<file path="src/csw_defs.svh">
// Summary of operation
// - Nine-bit multiplier field, factor is value plus two.
// - Six-bit signed fast RC tuning field.
// - Switch fuse one disables switching and monitoring.
// - Switching off: new source ignored, current follows fuse.
// - Switching off: switch request held at zero.
// - Equal current and new source aborts, clears request.
// - Valid switch clears PLL lock and fail flags.
// - Enable new source, await start-up and lock.
// - Count ten new clock cycles before changeover.
// - On completion clear request, copy new source.
// - Old source stops except kept low-power or secondary.
// - Processor keeps running during the switch.
// - Primary submode fixed by fuse, never switched.
// - Monitoring keeps low-power RC running except sleep.
// - Failure raises trap and falls back to fast RC.
// - Failed PLL source falls back to fast RC with PLL.
// - New source write only while configuration unlocked.
// - Source codes shared by current and new fields.
// - Monitor sets fail flag; software reads and clears.
// - Lock bit with permit fuse blocks configuration writes.
// - Lock status shows PLL locked, else zero.
`ifndef CSW_DEFS_SVH
`define CSW_DEFS_SVH
// Register byte offsets on the bus.
`define CSW_ADR_OSC_CTRL 8'h00
`define CSW_ADR_PLL_FBD 8'h04
`define CSW_ADR_FRC_TUNE 8'h08
`define CSW_ADR_UNLOCK 8'h0C
// Unlock keys written in order to the unlock register.
`define CSW_KEY_FIRST 8'h55
`define CSW_KEY_SECOND 8'hAA
// Reset values.
`define CSW_PLL_MULT_RST 9'h030
`define CSW_FRC_TUNE_RST 6'h00
// Control register field positions.
`define CSW_BIT_CUR_LSB 12
`define CSW_BIT_NEW_LSB 8
`define CSW_BIT_CFG_LOCK 7
`define CSW_BIT_PLL_LOCK 5
`define CSW_BIT_FAIL 3
`define CSW_BIT_SEC_EN 1
`define CSW_BIT_SW_REQ 0
// Timing counts.
`define CSW_NEW_CLK_CYCLES 10
`define CSW_FAIL_WINDOW 4
`endif

</file>
<file path="src/csw_pkg.sv">
package csw_pkg;
    // Clock source codes shared by the current and new source fields.
    typedef enum logic [2:0] {
        CSW_SRC_FRC = 3'h0,
        CSW_SRC_FRC_PLL = 3'h1,
        CSW_SRC_PRI = 3'h2,
        CSW_SRC_PRI_PLL = 3'h3,
        CSW_SRC_SEC = 3'h4,
        CSW_SRC_LOW_POWER_INTERNAL_RC = 3'h5,
        CSW_SRC_FRC_DIV16 = 3'h6,
        CSW_SRC_FRC_DIVN = 3'h7
    } csw_src_t;

    // Switch sequencer states, one-hot.
    typedef enum logic [4:0] {
        CSW_ST_IDLE = 5'h01,
        CSW_ST_CHECK = 5'h02,
        CSW_ST_WAIT = 5'h04,
        CSW_ST_COUNT = 5'h08,
        CSW_ST_DONE = 5'h10
    } csw_state_t;

    // Oscillator and PLL enables driven to the analog blocks.
    typedef struct packed {
        logic pll;
        logic low_power_internal_rc;
        logic sec;
        logic pri;
        logic fast_internal_rc;
    } csw_osc_en_t;
endpackage : csw_pkg

</file>
<file path="src/csw_clock_switch.sv">
// Local design decisions: the Wishbone register port and the address map.
`timescale 1ns/1ps
`include "csw_defs.svh"
module csw_clock_switch
    import csw_pkg::*;
(
    input wire logic clk_i,
    input wire logic rst_i,
    input wire logic wb_cyc_i,
    input wire logic wb_stb_i,
    input wire logic wb_we_i,
    input wire logic [7:0] wb_adr_i,
    input wire logic [3:0] wb_sel_i,
    input wire logic [31:0] wb_dat_i,
    output logic [31:0] wb_dat_o,
    output logic wb_ack_o,
    input wire logic clock_switch_fuse_i,
    input wire logic lock_permit_fuse_i,
    input wire logic [2:0] initial_source_fuse_i,
    input wire logic [1:0] primary_submode_fuse_i,
    input wire logic watchdog_en_i,
    input wire logic sleep_i,
    input wire logic ost_done_i,
    input wire logic pll_locked_i,
    input wire logic new_clk_i,
    input wire logic sys_src_clk_i,
    input wire logic low_power_internal_rc_clk_i,
    output logic [2:0] sys_source_o,
    output logic [1:0] primary_submode_o,
    output csw_osc_en_t osc_en_o,
    output logic [8:0] pll_multiplier_field_o,
    output logic [5:0] tuning_field_o,
    output logic clock_fail_trap_o
);

    ////////////////////////////////////////////////////////////////////////////
    // Input synchronisers.
    ////////////////////////////////////////////////////////////////////////////

    localparam int NSYNC = 14;
    logic [NSYNC-1:0] sync_in; // Raw pins and fuses.
    logic [NSYNC-1:0] sync1_q; // First stage, read only by the second.
    logic [NSYNC-1:0] sync2_q; // Second stage, safe to use.
    logic [2:0] clk_prev_q; // Third stage of the three clocks, for edge finding.

    assign sync_in = {clock_switch_fuse_i, lock_permit_fuse_i, initial_source_fuse_i, primary_submode_fuse_i,
                      watchdog_en_i, sleep_i, ost_done_i, pll_locked_i, new_clk_i, sys_src_clk_i, low_power_internal_rc_clk_i};

    // Two flip-flops on every pin, since all of them come from other domains.
    always_ff @(posedge clk_i) begin
        if (rst_i) begin
            sync1_q <= '0;
            sync2_q <= '0;
            clk_prev_q <= '0;
        end else begin
            sync1_q <= sync_in;
            sync2_q <= sync1_q;
            clk_prev_q <= sync2_q[2:0];
        end
    end

    logic sw_fuse_s, permit_s, sleep_s, wdt_s, ost_s, pll_lk_s;
    logic [2:0] init_src_s;
    logic [1:0] submode_s;
    logic new_edge, sys_edge, low_power_internal_rc_edge;
    assign sw_fuse_s = sync2_q[13];
    assign permit_s = sync2_q[12];
    assign init_src_s = sync2_q[11:9];
    assign submode_s = sync2_q[8:7];
    assign wdt_s = sync2_q[6];
    assign sleep_s = sync2_q[5];
    assign ost_s = sync2_q[4];
    assign pll_lk_s = sync2_q[3];
    assign new_edge = sync2_q[2] & ~clk_prev_q[2];
    assign sys_edge = sync2_q[1] & ~clk_prev_q[1];
    assign low_power_internal_rc_edge = sync2_q[0] & ~clk_prev_q[0];
    // Note: bit 2 of the clock group is the new clock, bits [2:0] map to new, sys, low_power_internal_rc.

    ////////////////////////////////////////////////////////////////////////////
    // Decoding helpers.
    ////////////////////////////////////////////////////////////////////////////

    // Oscillators needed to run a given source code.
    function automatic csw_osc_en_t src_needs(input logic [2:0] code);
        csw_osc_en_t e;
        e = '0;
        e.fast_internal_rc = (code == CSW_SRC_FRC) || (code == CSW_SRC_FRC_PLL) || (code[2:1] == 2'b11);
        e.pri = (code[2:1] == 2'b01);
        e.sec = (code == CSW_SRC_SEC);
        e.low_power_internal_rc = (code == CSW_SRC_LOW_POWER_INTERNAL_RC);
        e.pll = (code == CSW_SRC_FRC_PLL) || (code == CSW_SRC_PRI_PLL);
        return e;
    endfunction : src_needs

    ////////////////////////////////////////////////////////////////////////////
    // Bus slave, unlock keys and control state.
    ////////////////////////////////////////////////////////////////////////////

    logic sw_en; // Switching and monitoring permitted.
    logic mon_en; // Monitor actively watching.
    logic fail; // One-cycle failure detect.
    logic ack_q, ack_d;
    logic [31:0] rdat_q, rdat_d;
    logic key1_q, key1_d; // First key seen.
    logic armed_q, armed_d; // Next write may touch the control register.
    logic [1:0] init_q, init_d; // Cycles after reset in which fuses are loaded.
    logic [2:0] cur_q, cur_d; // Current source field.
    logic [2:0] nsrc_q, nsrc_d; // New source field.
    logic cfg_lock_q, cfg_lock_d;
    logic pll_lock_q, pll_lock_d;
    logic cf_q, cf_d;
    logic sec_en_q, sec_en_d;
    logic req_q, req_d;
    logic [8:0] mult_q, mult_d;
    logic [5:0] tune_q, tune_d;
    logic [1:0] submode_q, submode_d;
    csw_state_t st_q, st_d;
    logic [3:0] ncnt_q, ncnt_d; // New clock cycle count.
    logic busy; // A switch is in flight.
    logic blocked; // Configuration writes refused.
    logic wr_hit, rd_hit;

    assign sw_en = ~sw_fuse_s;
    assign blocked = cfg_lock_q & permit_s;
    assign busy = (st_q != CSW_ST_IDLE);
    assign wr_hit = wb_cyc_i & wb_stb_i & ~ack_q & wb_we_i;
    assign rd_hit = wb_cyc_i & wb_stb_i & ~ack_q & ~wb_we_i;

    // Next values of registers, keys and the switch sequencer.
    always_comb begin
        logic [7:0] a;
        csw_osc_en_t need_new; // Oscillators the requested source relies on.
        csw_osc_en_t need_cur; // Oscillators the running source relies on.
        a = {wb_adr_i[7:2], 2'b00};
        need_new = src_needs(nsrc_q);
        need_cur = src_needs(cur_q);
        ack_d = wb_cyc_i & wb_stb_i & ~ack_q;
        rdat_d = rdat_q;
        key1_d = key1_q;
        armed_d = armed_q;
        init_d = init_q;
        cur_d = cur_q;
        nsrc_d = nsrc_q;
        cfg_lock_d = cfg_lock_q;
        pll_lock_d = osc_en_o.pll & pll_lk_s;
        cf_d = cf_q;
        sec_en_d = sec_en_q;
        req_d = req_q;
        mult_d = mult_q;
        tune_d = tune_q;
        submode_d = submode_q;
        st_d = st_q;
        ncnt_d = ncnt_q;
        // Fuses are loaded once they have crossed the synchroniser.
        if (init_q != 2'h3) begin
            init_d = init_q + 2'h1;
            cur_d = init_src_s;
            nsrc_d = init_src_s;
            submode_d = submode_s;
        end
        // Read path: unmapped addresses read as zero.
        if (rd_hit) begin
            unique case (a)
                `CSW_ADR_OSC_CTRL: rdat_d = {17'h00000, cur_q, 1'b0, nsrc_q, cfg_lock_q, 1'b0, pll_lock_q,
                                             1'b0, cf_q, 1'b0, sec_en_q, req_q};
                `CSW_ADR_PLL_FBD: rdat_d = {23'h000000, mult_q};
                `CSW_ADR_FRC_TUNE: rdat_d = {26'h0000000, tune_q};
                default: rdat_d = 32'h00000000;
            endcase
        end
        // Write path: every write uses up the unlock.
        if (wr_hit) begin
            armed_d = 1'b0;
            key1_d = 1'b0;
            if (a == `CSW_ADR_UNLOCK && wb_sel_i[0]) begin
                // two keys in order arm a single write.
                key1_d = (wb_dat_i[7:0] == `CSW_KEY_FIRST);
                armed_d = key1_q && (wb_dat_i[7:0] == `CSW_KEY_SECOND);
            end
            if (a == `CSW_ADR_OSC_CTRL && armed_q) begin
                if (wb_sel_i[1] && !blocked) begin
                    nsrc_d = wb_dat_i[10:8];
                end
                if (wb_sel_i[0]) begin
                    cfg_lock_d = wb_dat_i[`CSW_BIT_CFG_LOCK];
                    sec_en_d = wb_dat_i[`CSW_BIT_SEC_EN];
                    if (!wb_dat_i[`CSW_BIT_FAIL]) begin
                        cf_d = 1'b0;
                    end
                    if (wb_dat_i[`CSW_BIT_SW_REQ] && sw_en && !blocked) begin
                        req_d = 1'b1;
                    end
                end
            end
            if (a == `CSW_ADR_PLL_FBD && !blocked) begin
                if (wb_sel_i[1]) begin
                    mult_d[8] = wb_dat_i[8];
                end
                if (wb_sel_i[0]) begin
                    mult_d[7:0] = wb_dat_i[7:0];
                end
            end
            if (a == `CSW_ADR_FRC_TUNE && wb_sel_i[0]) begin
                tune_d = wb_dat_i[5:0];
            end
        end
        // Switch sequencer; the core is never stalled while it runs.
        unique case (st_q)
            CSW_ST_IDLE: begin
                if (req_q) begin
                    st_d = CSW_ST_CHECK;
                end
            end
            CSW_ST_CHECK: begin
                if (nsrc_q == cur_q) begin
                    req_d = 1'b0;
                    st_d = CSW_ST_IDLE;
                end else begin
                    pll_lock_d = 1'b0;
                    cf_d = 1'b0;
                    st_d = CSW_ST_WAIT;
                end
            end
            CSW_ST_WAIT: begin
                // crystal start-up and PLL lock gate readiness.
                if ((!need_new.pri || ost_s) && (!need_new.pll || pll_lk_s)) begin
                    ncnt_d = 4'h0;
                    st_d = CSW_ST_COUNT;
                end
            end
            CSW_ST_COUNT: begin
                if (new_edge) begin
                    ncnt_d = ncnt_q + 4'h1;
                    if (ncnt_q == 4'(`CSW_NEW_CLK_CYCLES - 1)) begin
                        st_d = CSW_ST_DONE;
                    end
                end
            end
            CSW_ST_DONE: begin
                cur_d = nsrc_q;
                req_d = 1'b0;
                st_d = CSW_ST_IDLE;
            end
            default: st_d = CSW_ST_IDLE;
        endcase
        // A detected failure overrides the request and the sequencer, and its flag wins over a clear.
        if (fail) begin
            cf_d = 1'b1;
            cur_d = need_cur.pll ? CSW_SRC_FRC_PLL : CSW_SRC_FRC;
            req_d = 1'b0;
            st_d = CSW_ST_IDLE;
        end
        if (!sw_en) begin
            req_d = 1'b0;
            cur_d = init_src_s;
            st_d = CSW_ST_IDLE;
        end
    end

    // Registers of the bus and sequencer group.
    always_ff @(posedge clk_i) begin
        if (rst_i) begin
            ack_q <= 1'b0;
            rdat_q <= '0;
            key1_q <= 1'b0;
            armed_q <= 1'b0;
            init_q <= 2'h0;
            cur_q <= CSW_SRC_FRC;
            nsrc_q <= CSW_SRC_FRC;
            cfg_lock_q <= 1'b0;
            pll_lock_q <= 1'b0;
            cf_q <= 1'b0;
            sec_en_q <= 1'b0;
            req_q <= 1'b0;
            mult_q <= `CSW_PLL_MULT_RST;
            tune_q <= `CSW_FRC_TUNE_RST;
            submode_q <= 2'h0;
            st_q <= CSW_ST_IDLE;
            ncnt_q <= 4'h0;
        end else begin
            ack_q <= ack_d;
            rdat_q <= rdat_d;
            key1_q <= key1_d;
            armed_q <= armed_d;
            init_q <= init_d;
            cur_q <= cur_d;
            nsrc_q <= nsrc_d;
            cfg_lock_q <= cfg_lock_d;
            pll_lock_q <= pll_lock_d;
            cf_q <= cf_d;
            sec_en_q <= sec_en_d;
            req_q <= req_d;
            mult_q <= mult_d;
            tune_q <= tune_d;
            submode_q <= submode_d;
            st_q <= st_d;
            ncnt_q <= ncnt_d;
        end
    end

    ////////////////////////////////////////////////////////////////////////////
    // Fail-safe monitor.
    ////////////////////////////////////////////////////////////////////////////

    logic [2:0] win_q, win_d; // Low-power RC edges since the last source edge.
    logic trap_q, trap_d;

    // The monitor is idle in sleep because the source is stopped on purpose.
    assign mon_en = sw_en & ~sleep_s & (init_q == 2'h3);
    assign fail = mon_en & low_power_internal_rc_edge & ~sys_edge & (win_q == 3'(`CSW_FAIL_WINDOW - 1));

    // Window count restarts on every source edge.
    always_comb begin
        win_d = win_q;
        trap_d = fail;
        if (!mon_en || sys_edge || fail) begin
            win_d = 3'h0;
        end else if (low_power_internal_rc_edge) begin
            win_d = win_q + 3'h1;
        end
    end

    // Registers of the monitor group.
    always_ff @(posedge clk_i) begin
        if (rst_i) begin
            win_q <= 3'h0;
            trap_q <= 1'b0;
        end else begin
            win_q <= win_d;
            trap_q <= trap_d;
        end
    end

    ////////////////////////////////////////////////////////////////////////////
    // Outputs.
    ////////////////////////////////////////////////////////////////////////////

    // Old source drops as soon as the current field moves off it, unless sec_en_q, the watchdog or the monitor keeps it on.
    always_comb begin
        osc_en_o = src_needs(cur_q) | (busy ? src_needs(nsrc_q) : '0);
        osc_en_o.low_power_internal_rc = osc_en_o.low_power_internal_rc | wdt_s | mon_en;
        osc_en_o.sec = osc_en_o.sec | sec_en_q;
    end

    assign wb_ack_o = ack_q;
    assign wb_dat_o = rdat_q;
    assign sys_source_o = cur_q;
    assign primary_submode_o = submode_q;
    assign pll_multiplier_field_o = mult_q;
    assign tuning_field_o = tune_q;
    assign clock_fail_trap_o = trap_q;

    ////////////////////////////////////////////////////////////////////////////
    // Checks.
    ////////////////////////////////////////////////////////////////////////////

    chk_req_held_zero: assert property (@(posedge clk_i) disable iff (rst_i)
        sw_fuse_s |=> !req_q)
        else $error("switch request set while switching disabled");
    chk_redundant_abort: assert property (@(posedge clk_i) disable iff (rst_i)
        (st_q == CSW_ST_CHECK && nsrc_q == cur_q && sw_en && !fail) |=> (!req_q && st_q == CSW_ST_IDLE))
        else $error("redundant switch not aborted");
    chk_start_clears: assert property (@(posedge clk_i) disable iff (rst_i)
        (st_q == CSW_ST_CHECK && nsrc_q != cur_q && sw_en && !fail) |=> (!cf_q && !pll_lock_q))
        else $error("status not cleared at switch start");
    chk_ten_edges: assert property (@(posedge clk_i) disable iff (rst_i)
        (st_q == CSW_ST_DONE) |-> (ncnt_q == 4'hA))
        else $error("changeover without ten new clock cycles");
    chk_done_copies: assert property (@(posedge clk_i) disable iff (rst_i)
        (st_q == CSW_ST_DONE && sw_en && !fail) |=> (cur_q == $past(nsrc_q) && !req_q))
        else $error("completion did not copy source or clear request");
    chk_fail_fallback: assert property (@(posedge clk_i) disable iff (rst_i)
        (fail && sw_en) |=> (cf_q && clock_fail_trap_o && (cur_q == CSW_SRC_FRC || cur_q == CSW_SRC_FRC_PLL)))
        else $error("failure did not fall back");
    chk_lock_blocks: assert property (@(posedge clk_i) disable iff (rst_i)
        (wr_hit && blocked && wb_adr_i[7:2] == 6'h01) |=> $stable(mult_q))
        else $error("multiplier written while locked");
    chk_unlock_needed: assert property (@(posedge clk_i) disable iff (rst_i)
        (wr_hit && !armed_q && wb_adr_i[7:2] == 6'h00 && st_q == CSW_ST_IDLE && init_q == 2'h3) |=> $stable(nsrc_q))
        else $error("control written without unlock");
    chk_low_power_internal_rc_kept: assert property (@(posedge clk_i) disable iff (rst_i)
        mon_en |-> osc_en_o.low_power_internal_rc)
        else $error("low-power RC stopped while monitoring");
    chk_pll_status: assert property (@(posedge clk_i) disable iff (rst_i)
        pll_lock_q |-> $past(osc_en_o.pll))
        else $error("lock status set with PLL disabled");

endmodule : csw_clock_switch

</file>
<file path="config.mk">
export PLATFORM = sky130hd
export DESIGN_NAME = csw_clock_switch
export DESIGN_NICKNAME = d
export VERILOG_FILES = /design/src/csw_pkg.sv /design/src/csw_clock_switch.sv
export VERILOG_INCLUDE_DIRS = /design/src
export SDC_FILE = /design/constraint.sdc
export NUM_CORES = 1
export LEC_CHECK = 0
export BUFFER_PORTS_ARGS = -buffer_cell sky130_fd_sc_hd__buf_4
export CAP_MARGIN = 20
export CORE_MARGIN = 8
export CORE_UTILIZATION = 30
export CTS_BUF_LIST = sky130_fd_sc_hd__clkbuf_8
export DETAILED_ROUTE_END_ITERATION = 10
export PLACE_DENSITY = 0.62
export SLEW_MARGIN = 25
export SYNTH_ARGS = -nofsm -noshare
export SYNTH_HDL_FRONTEND = slang
export SYNTH_SLANG_ARGS = --single-unit
</file>
<file path="constraint.sdc">
create_clock -name clk_i -period 1.77 [get_ports clk_i]
set_clock_uncertainty 0.15 [all_clocks]
set_input_delay 0.177 -clock clk_i [delete_from_list [all_inputs] [get_ports clk_i]]
set_output_delay 0.177 -clock clk_i [all_outputs]
set_load 0.01 [all_outputs]
</file>
### Yosys cells after proc, flatten, opt, wreduce, memory -nomap -nowiden

Index checks and enable logic that the tools add are counted.

* add/subtract/negate cells: 3
* multipliers: 0
* div/mod/pow operators: 0
* magnitude comparators: 0
* eq/ne operators: 32
* shift-type cells: 0
* muxes and demuxes: 37
* bitwise gates (word level): 26
* reduce and logical (&&, ||, !) cells: 36

Operators by type and width (count)
* $pmux W15 S3: 1
* $mux W3: 9
* $mux W5: 5
* $pmux W5 S4: 1
* $mux W1: 17
* $and A1 B1 Y1: 14
* $eq A3 B3 Y1 const B: 4
* $eq A6 B2 Y1 const B: 2
* $reduce_and A3 Y1: 4
* $logic_or A1 B1 Y1: 10
* $ne A2 B2 Y1 const B: 5
* $eq A3 B2 Y1 const B: 3
* $logic_and A1 B1 Y1: 9
* $eq A8 B7 Y1 const B: 1
* $eq A8 B8 Y1 const B: 1
* $mux W4: 2
* $not A1 Y1: 8
* $pmux W4 S2: 1
* $eq A2 B2 Y1 const B: 3
* $eq A3 B1 Y1 const B: 2
* $eq A6 B1 Y1 const B: 1
* $logic_not A3 Y1: 2
* $logic_not A6 Y1: 1
* $eq A5 B1 Y1 const B: 1
* 21 further kinds: 27

* bits in registers: 109
* latch bits: 0
* RAM bits: 0
* memory bits (read-only): 0
* input port bits: 63
* output and inout port bits: 59
* word-level logic and storage cells: 157
* memories: 0

### Longest topological paths before layout

* word-level depth: 9
* depth in mapped cells: 7
* depth with buffers taken out: 6

### Worst setup path before layout

OpenSTA, ideal clock, no wires.

* path type: register -> register
* start: register win_q[0]
* end: register st_q[0]
* library setup time: 128 ps
* arrival: 1590 ps
* data required time: 1492 ps
* path slack: -98 ps
* cell stages (with the launch flop): 7
* path buffers: 0
* period minus slack after synthesis: 1868 ps
* cell sequence: dfxtp_1 > ha_1 > ha_1 > nand4b_1 > or3b_1 > a211oi_1 > o21ai_0

* longest elaborated chain between the ends: 3

RTL lines
* start: declaration: RTL line csw_clock_switch.sv:305 `logic [2:0] win_q, win_d;`
* start signal: assignment: RTL line csw_clock_switch.sv:329 `win_q <= win_d;`
* $eq A3 B2 Y1: RTL line csw_clock_switch.sv:310 `` assign fail = mon_en & low_power_internal_rc_edge & ~sys_edge & (win_q == 3'(`CSW_FAIL_WINDOW - 1)); ``
* $and A1 B1 Y1: RTL line csw_clock_switch.sv:310
* $reduce_or A3 Y1 (no source line)
* end signal: assignment: RTL line csw_clock_switch.sv:296 `st_q <= st_d;`
* end: declaration: RTL line csw_clock_switch.sv:117 `csw_state_t st_q, st_d;`

Every way passes these cells.
A chain may end at the register's enable or synchronous reset.

==> metrics.md <==
| Metric | Value |
|---|---|
| Worst Setup Path Type | `register to primary output` |
| Initial Util | `0.307` |
| Fraction of final layout cells sized beyond drive strength 1 | `0.327` |
| Largest buffer count on any clock path | `2` |
| Number of cells on the worst reg-to-reg path | `8` |
| Overall overflow remaining after global route | `0` |
| Die X-Extent | `129 microns` |
| N_diodes | `0` |
| Number of H-tree branching levels | `3` |
| FP Rows | `41` |
| Final routed DRC violation total | `0` |
| Biggest area consumer among synthesized cells | `dfxtp_1` |
| Unrepaired setup endpoints after global routing | `yes` |
| Vias per cell | `4.63` |
| Placer's final routability congestion estimate | `0.812` |
| Layout-stage area growth over the synthesis result | `43.7%` |
| Die ar. | `16700 sq um` |
| WP depth | `5` |
| Library cell used as clock root buffer | `clkbuf_8` |
| Insertion delay of the later-clocked pin in the worst-skew pair | `0.36 ns` |
| Router iterations before antenna repair | `4` |
| Initial antenna violation count | `0` |
| Critical-path maximum fanout | `2` |
| Global-route wire length before repair | `16.5 mm` |
| Period utilisation layout | `1.21` |
| Number of I/O pins | `122` |
| Setup ws final | `-0.366 ns` |
| Endpoint arrival time on the critical path | `1.81 ns` |
| CTS tree | `done` |
| Portion of the post-synthesis area used by sequential elements | `0.472` |
| Largest stage delay on the critical path | `0.55 ns` |
| Cell family contributing the most delay on the critical path | `simple AND/OR/NAND/NOR gates` |
| Peak ir drop on the vdd network | `0.000614 V` |
| Clock-pin slew of the registers on the worst-case setup and hold paths | `0.09 ns` |
| Total global routing track utilization | `0.123` |
| Critical-path top delay cell | `or4_4` |
| Final Net Count | `623` |
| Vias post-DR | `3383` |
| Final Max Slew Viols | `0` |
| Buf+Inv Stages, Crit Path | `2` |
| Failing checks | `setup timing` |
| Ys flop type | `dfxtp_1` |
| Critical Path, Cell by Cell | `ha_4 > nor3b_4 > buf_6 > or4_4 > buf_6` |
| Worst setup SP type | `register` |
| #FFs+latches synth | `91` |
| Maximum number of pins on one net before global-route repair | `44` |
| Post-synthesis area per instance | `9.41 sq um` |
| Cell depth of the worst hold path | `2` |
| Total of endpoints with negative setup slack in the final report | `8` |
| Reported max-cap violation count | `0` |
| Startpoint of the most critical register-to-register path | `st_q[3]` |
| Count of flip-flops with a built-in enable after synthesis | `0` |
| Overall die height | `129 microns` |
| Number of warnings printed during yosys synthesis | `0` |
| Type of the tightest min-delay check | `primary input to register` |
| WP data required | `1.44 ns` |
| Minimum clock period | `2.14 ns` |
| Setup crit end kind | `primary output` |
| Fmax | `468 MHz` |
| Post-detailed-route count of antenna-violating nets | `0` |
| Port buffer count | `78` |
| Worst slack at placement | `-0.125 ns` |
| Pwr dens | `710 nW/um^2` |
| Wire length reported by the detailed router | `10.4 mm` |
| Combined area of all synthesized cells | `3860 sq um` |
| HPWL after DPL | `7.60 mm` |
| Number of unique standard cell types used by synthesis | `53` |
| Launching instance or port of the critical path | `init_q[0]` |
| Number of CTS-inserted buffers | `9` |
| Hold wc startpoint | `rst_i` |
| Async SR Flop Fraction | `0` |
| FILL cells | `1205` |
| Result of the run | `finished with violations` |
| Most used cell, CP | `buf_6` |
| Count of clock tree sinks | `91` |
| Fin. Hold Viols | `0` |
| Number of global-route vias before repair | `3360` |
| Routed WL per cell | `14.2 microns` |
| Area fraction of the dominant cell type after synthesis | `0.472` |
| Leakage Power | `2.36 nW` |
| Iteration-0 DRC count of the detailed router | `209` |
| Core Box Area | `12600 sq um` |
| Number of standard cells after synthesis | `410` |
| Top area cells in the synthesized netlist | `dfxtp_1, mux2i_1, nor2b_1` |
| Summed negative setup slack over all endpoints | `-1.34 ns` |
-- cells in the mapped netlist (3+ instances only) --
master    instances
dfxtp_1          91
nor2_1           54
nor2b_1          40
mux2i_1          26
buf_4            18
clkbuf_1         17
a22oi_1          13
nand2_1          12
nor3_1           12
nand3_1           9
a211oi_1          8
inv_1             8
nand2b_1          8
a21oi_1           7
o21ai_0           7
ha_1              6
nand3b_1          5
or3_1             5
a21o_1            4
and2_1            4
xnor2_1           4
a31oi_1           3
and4b_1           3
nand4_1           3
nor4b_1           3
-- metrics by stage --
step | power [mW] | instance area [sq um] | utilization | hold slack, ns | instances
after floorplan | 2.43 | 3930 | - | 0.155 | 427
after global placement | 2.59 | 4830 | 0.384 | 0.240 | 678
after detailed placement | 2.60 | 4830 | 0.384 | 0.241 | 678
after CTS | 3.95 | 5450 | 0.433 | 0.0150 | 733
after global routing | 4.11 | 5540 | 0.441 | 0.0412 | 731
final | 3.93 | 5540 | 0.441 | 0.0408 | 731
-- cell families after synthesis --
group,synth area share
AOI/OAI and AO/OA,0.0947
adders and majority gates,0.0195
muxes,0.0733
buffers and inverters,0.0629
DFF,0.472
xor gates and xnor gates,0.0136
and+or+nand+nor,0.262
other,0.000972
-- metal layers --
| metal | wire, microns | GRT usage | vias up |
|---|---|---|---|
| li1 | - | - | 1678 |
| met1 | 4560 | 0.154 | 1591 |
| met2 | 4910 | 0.201 | 104 |
| met3 | 781 | 0.0366 | 10 |
| met4 | 112 | 0.0346 | 0 |
| met5 | 0 | 0 | - |
-- placed cells by master, fill, tap and decap left out, drive strengths merged, types with 3 or more instances in the layout --
master / count
a211oi: 8
a21o: 4
a21oi: 7
a22oi: 13
a31oi: 3
and2: 4
and4b: 3
buf: 126
clkbuf: 9
clkinv: 3
conb: 18
dfxtp: 91
dlygate4sd3: 28
ha: 6
inv: 10
mux2i: 26
nand2: 12
nand2b: 8
nand3: 10
nand3b: 5
nand4: 3
nor2: 54
nor2b: 40
nor3: 13
nor3b: 3
nor4: 3
nor4b: 3
o21ai: 7
or3: 5
xnor2: 4
-- repair_timing --
action                                  CTS  global route
hold buffers                             28             0
pin swaps                                 8            14
buffers inserted                         11             2
endpoints found under the setup margin   10            28
resized for setup                        22            25
hold endpoints to repair                 37             0
-- worst paths after layout --
| check | endpoint | slack (ns) |
|---|---|---|
| worst min register to register | sync2_q[1] | 0.29 |
| worst max register to register | sys_source_o[1] | -0.15 |
| worst min-delay path | tuning_field_o[3] | 0.04 |
| worst max-delay path | osc_en_o[3] | -0.37 |
-- power by group --
group | total [mW] | switching, mW | internal (mW)
sequential | 2.14 | 0.0322 | 2.11
combinational | 0.519 | 0.240 | 0.279
clock | 1.28 | 0.758 | 0.517
-- sequential cells by signal, indices dropped and copies added (netlist names), 2 cells and up --
signal / cells
win_q: 3
sync1_q: 14
primary_submode_o: 2
clk_prev_q: 3
init_q: 2
sync2_q: 14
nsrc_q: 3
wb_dat_o: 14
sys_source_o: 3
pll_multiplier_field_o: 9
ncnt_q: 4
st_q: 5
tuning_field_o: 6
-- layout make-up --
class / count / area, sq um / area share
inverter: 8 / 30.0 / 0.00542
multi-input combinational: 290 / 2020 / 0.365
clock buffer: 9 / 124 / 0.0224
sequential: 91 / 1830 / 0.330
timing repair buffer: 154 / 1270 / 0.229
clock inverter: 7 / 51.3 / 0.00926
tap: 172 / 215 / 0.0388
Power figures use the tool's default switching activity.
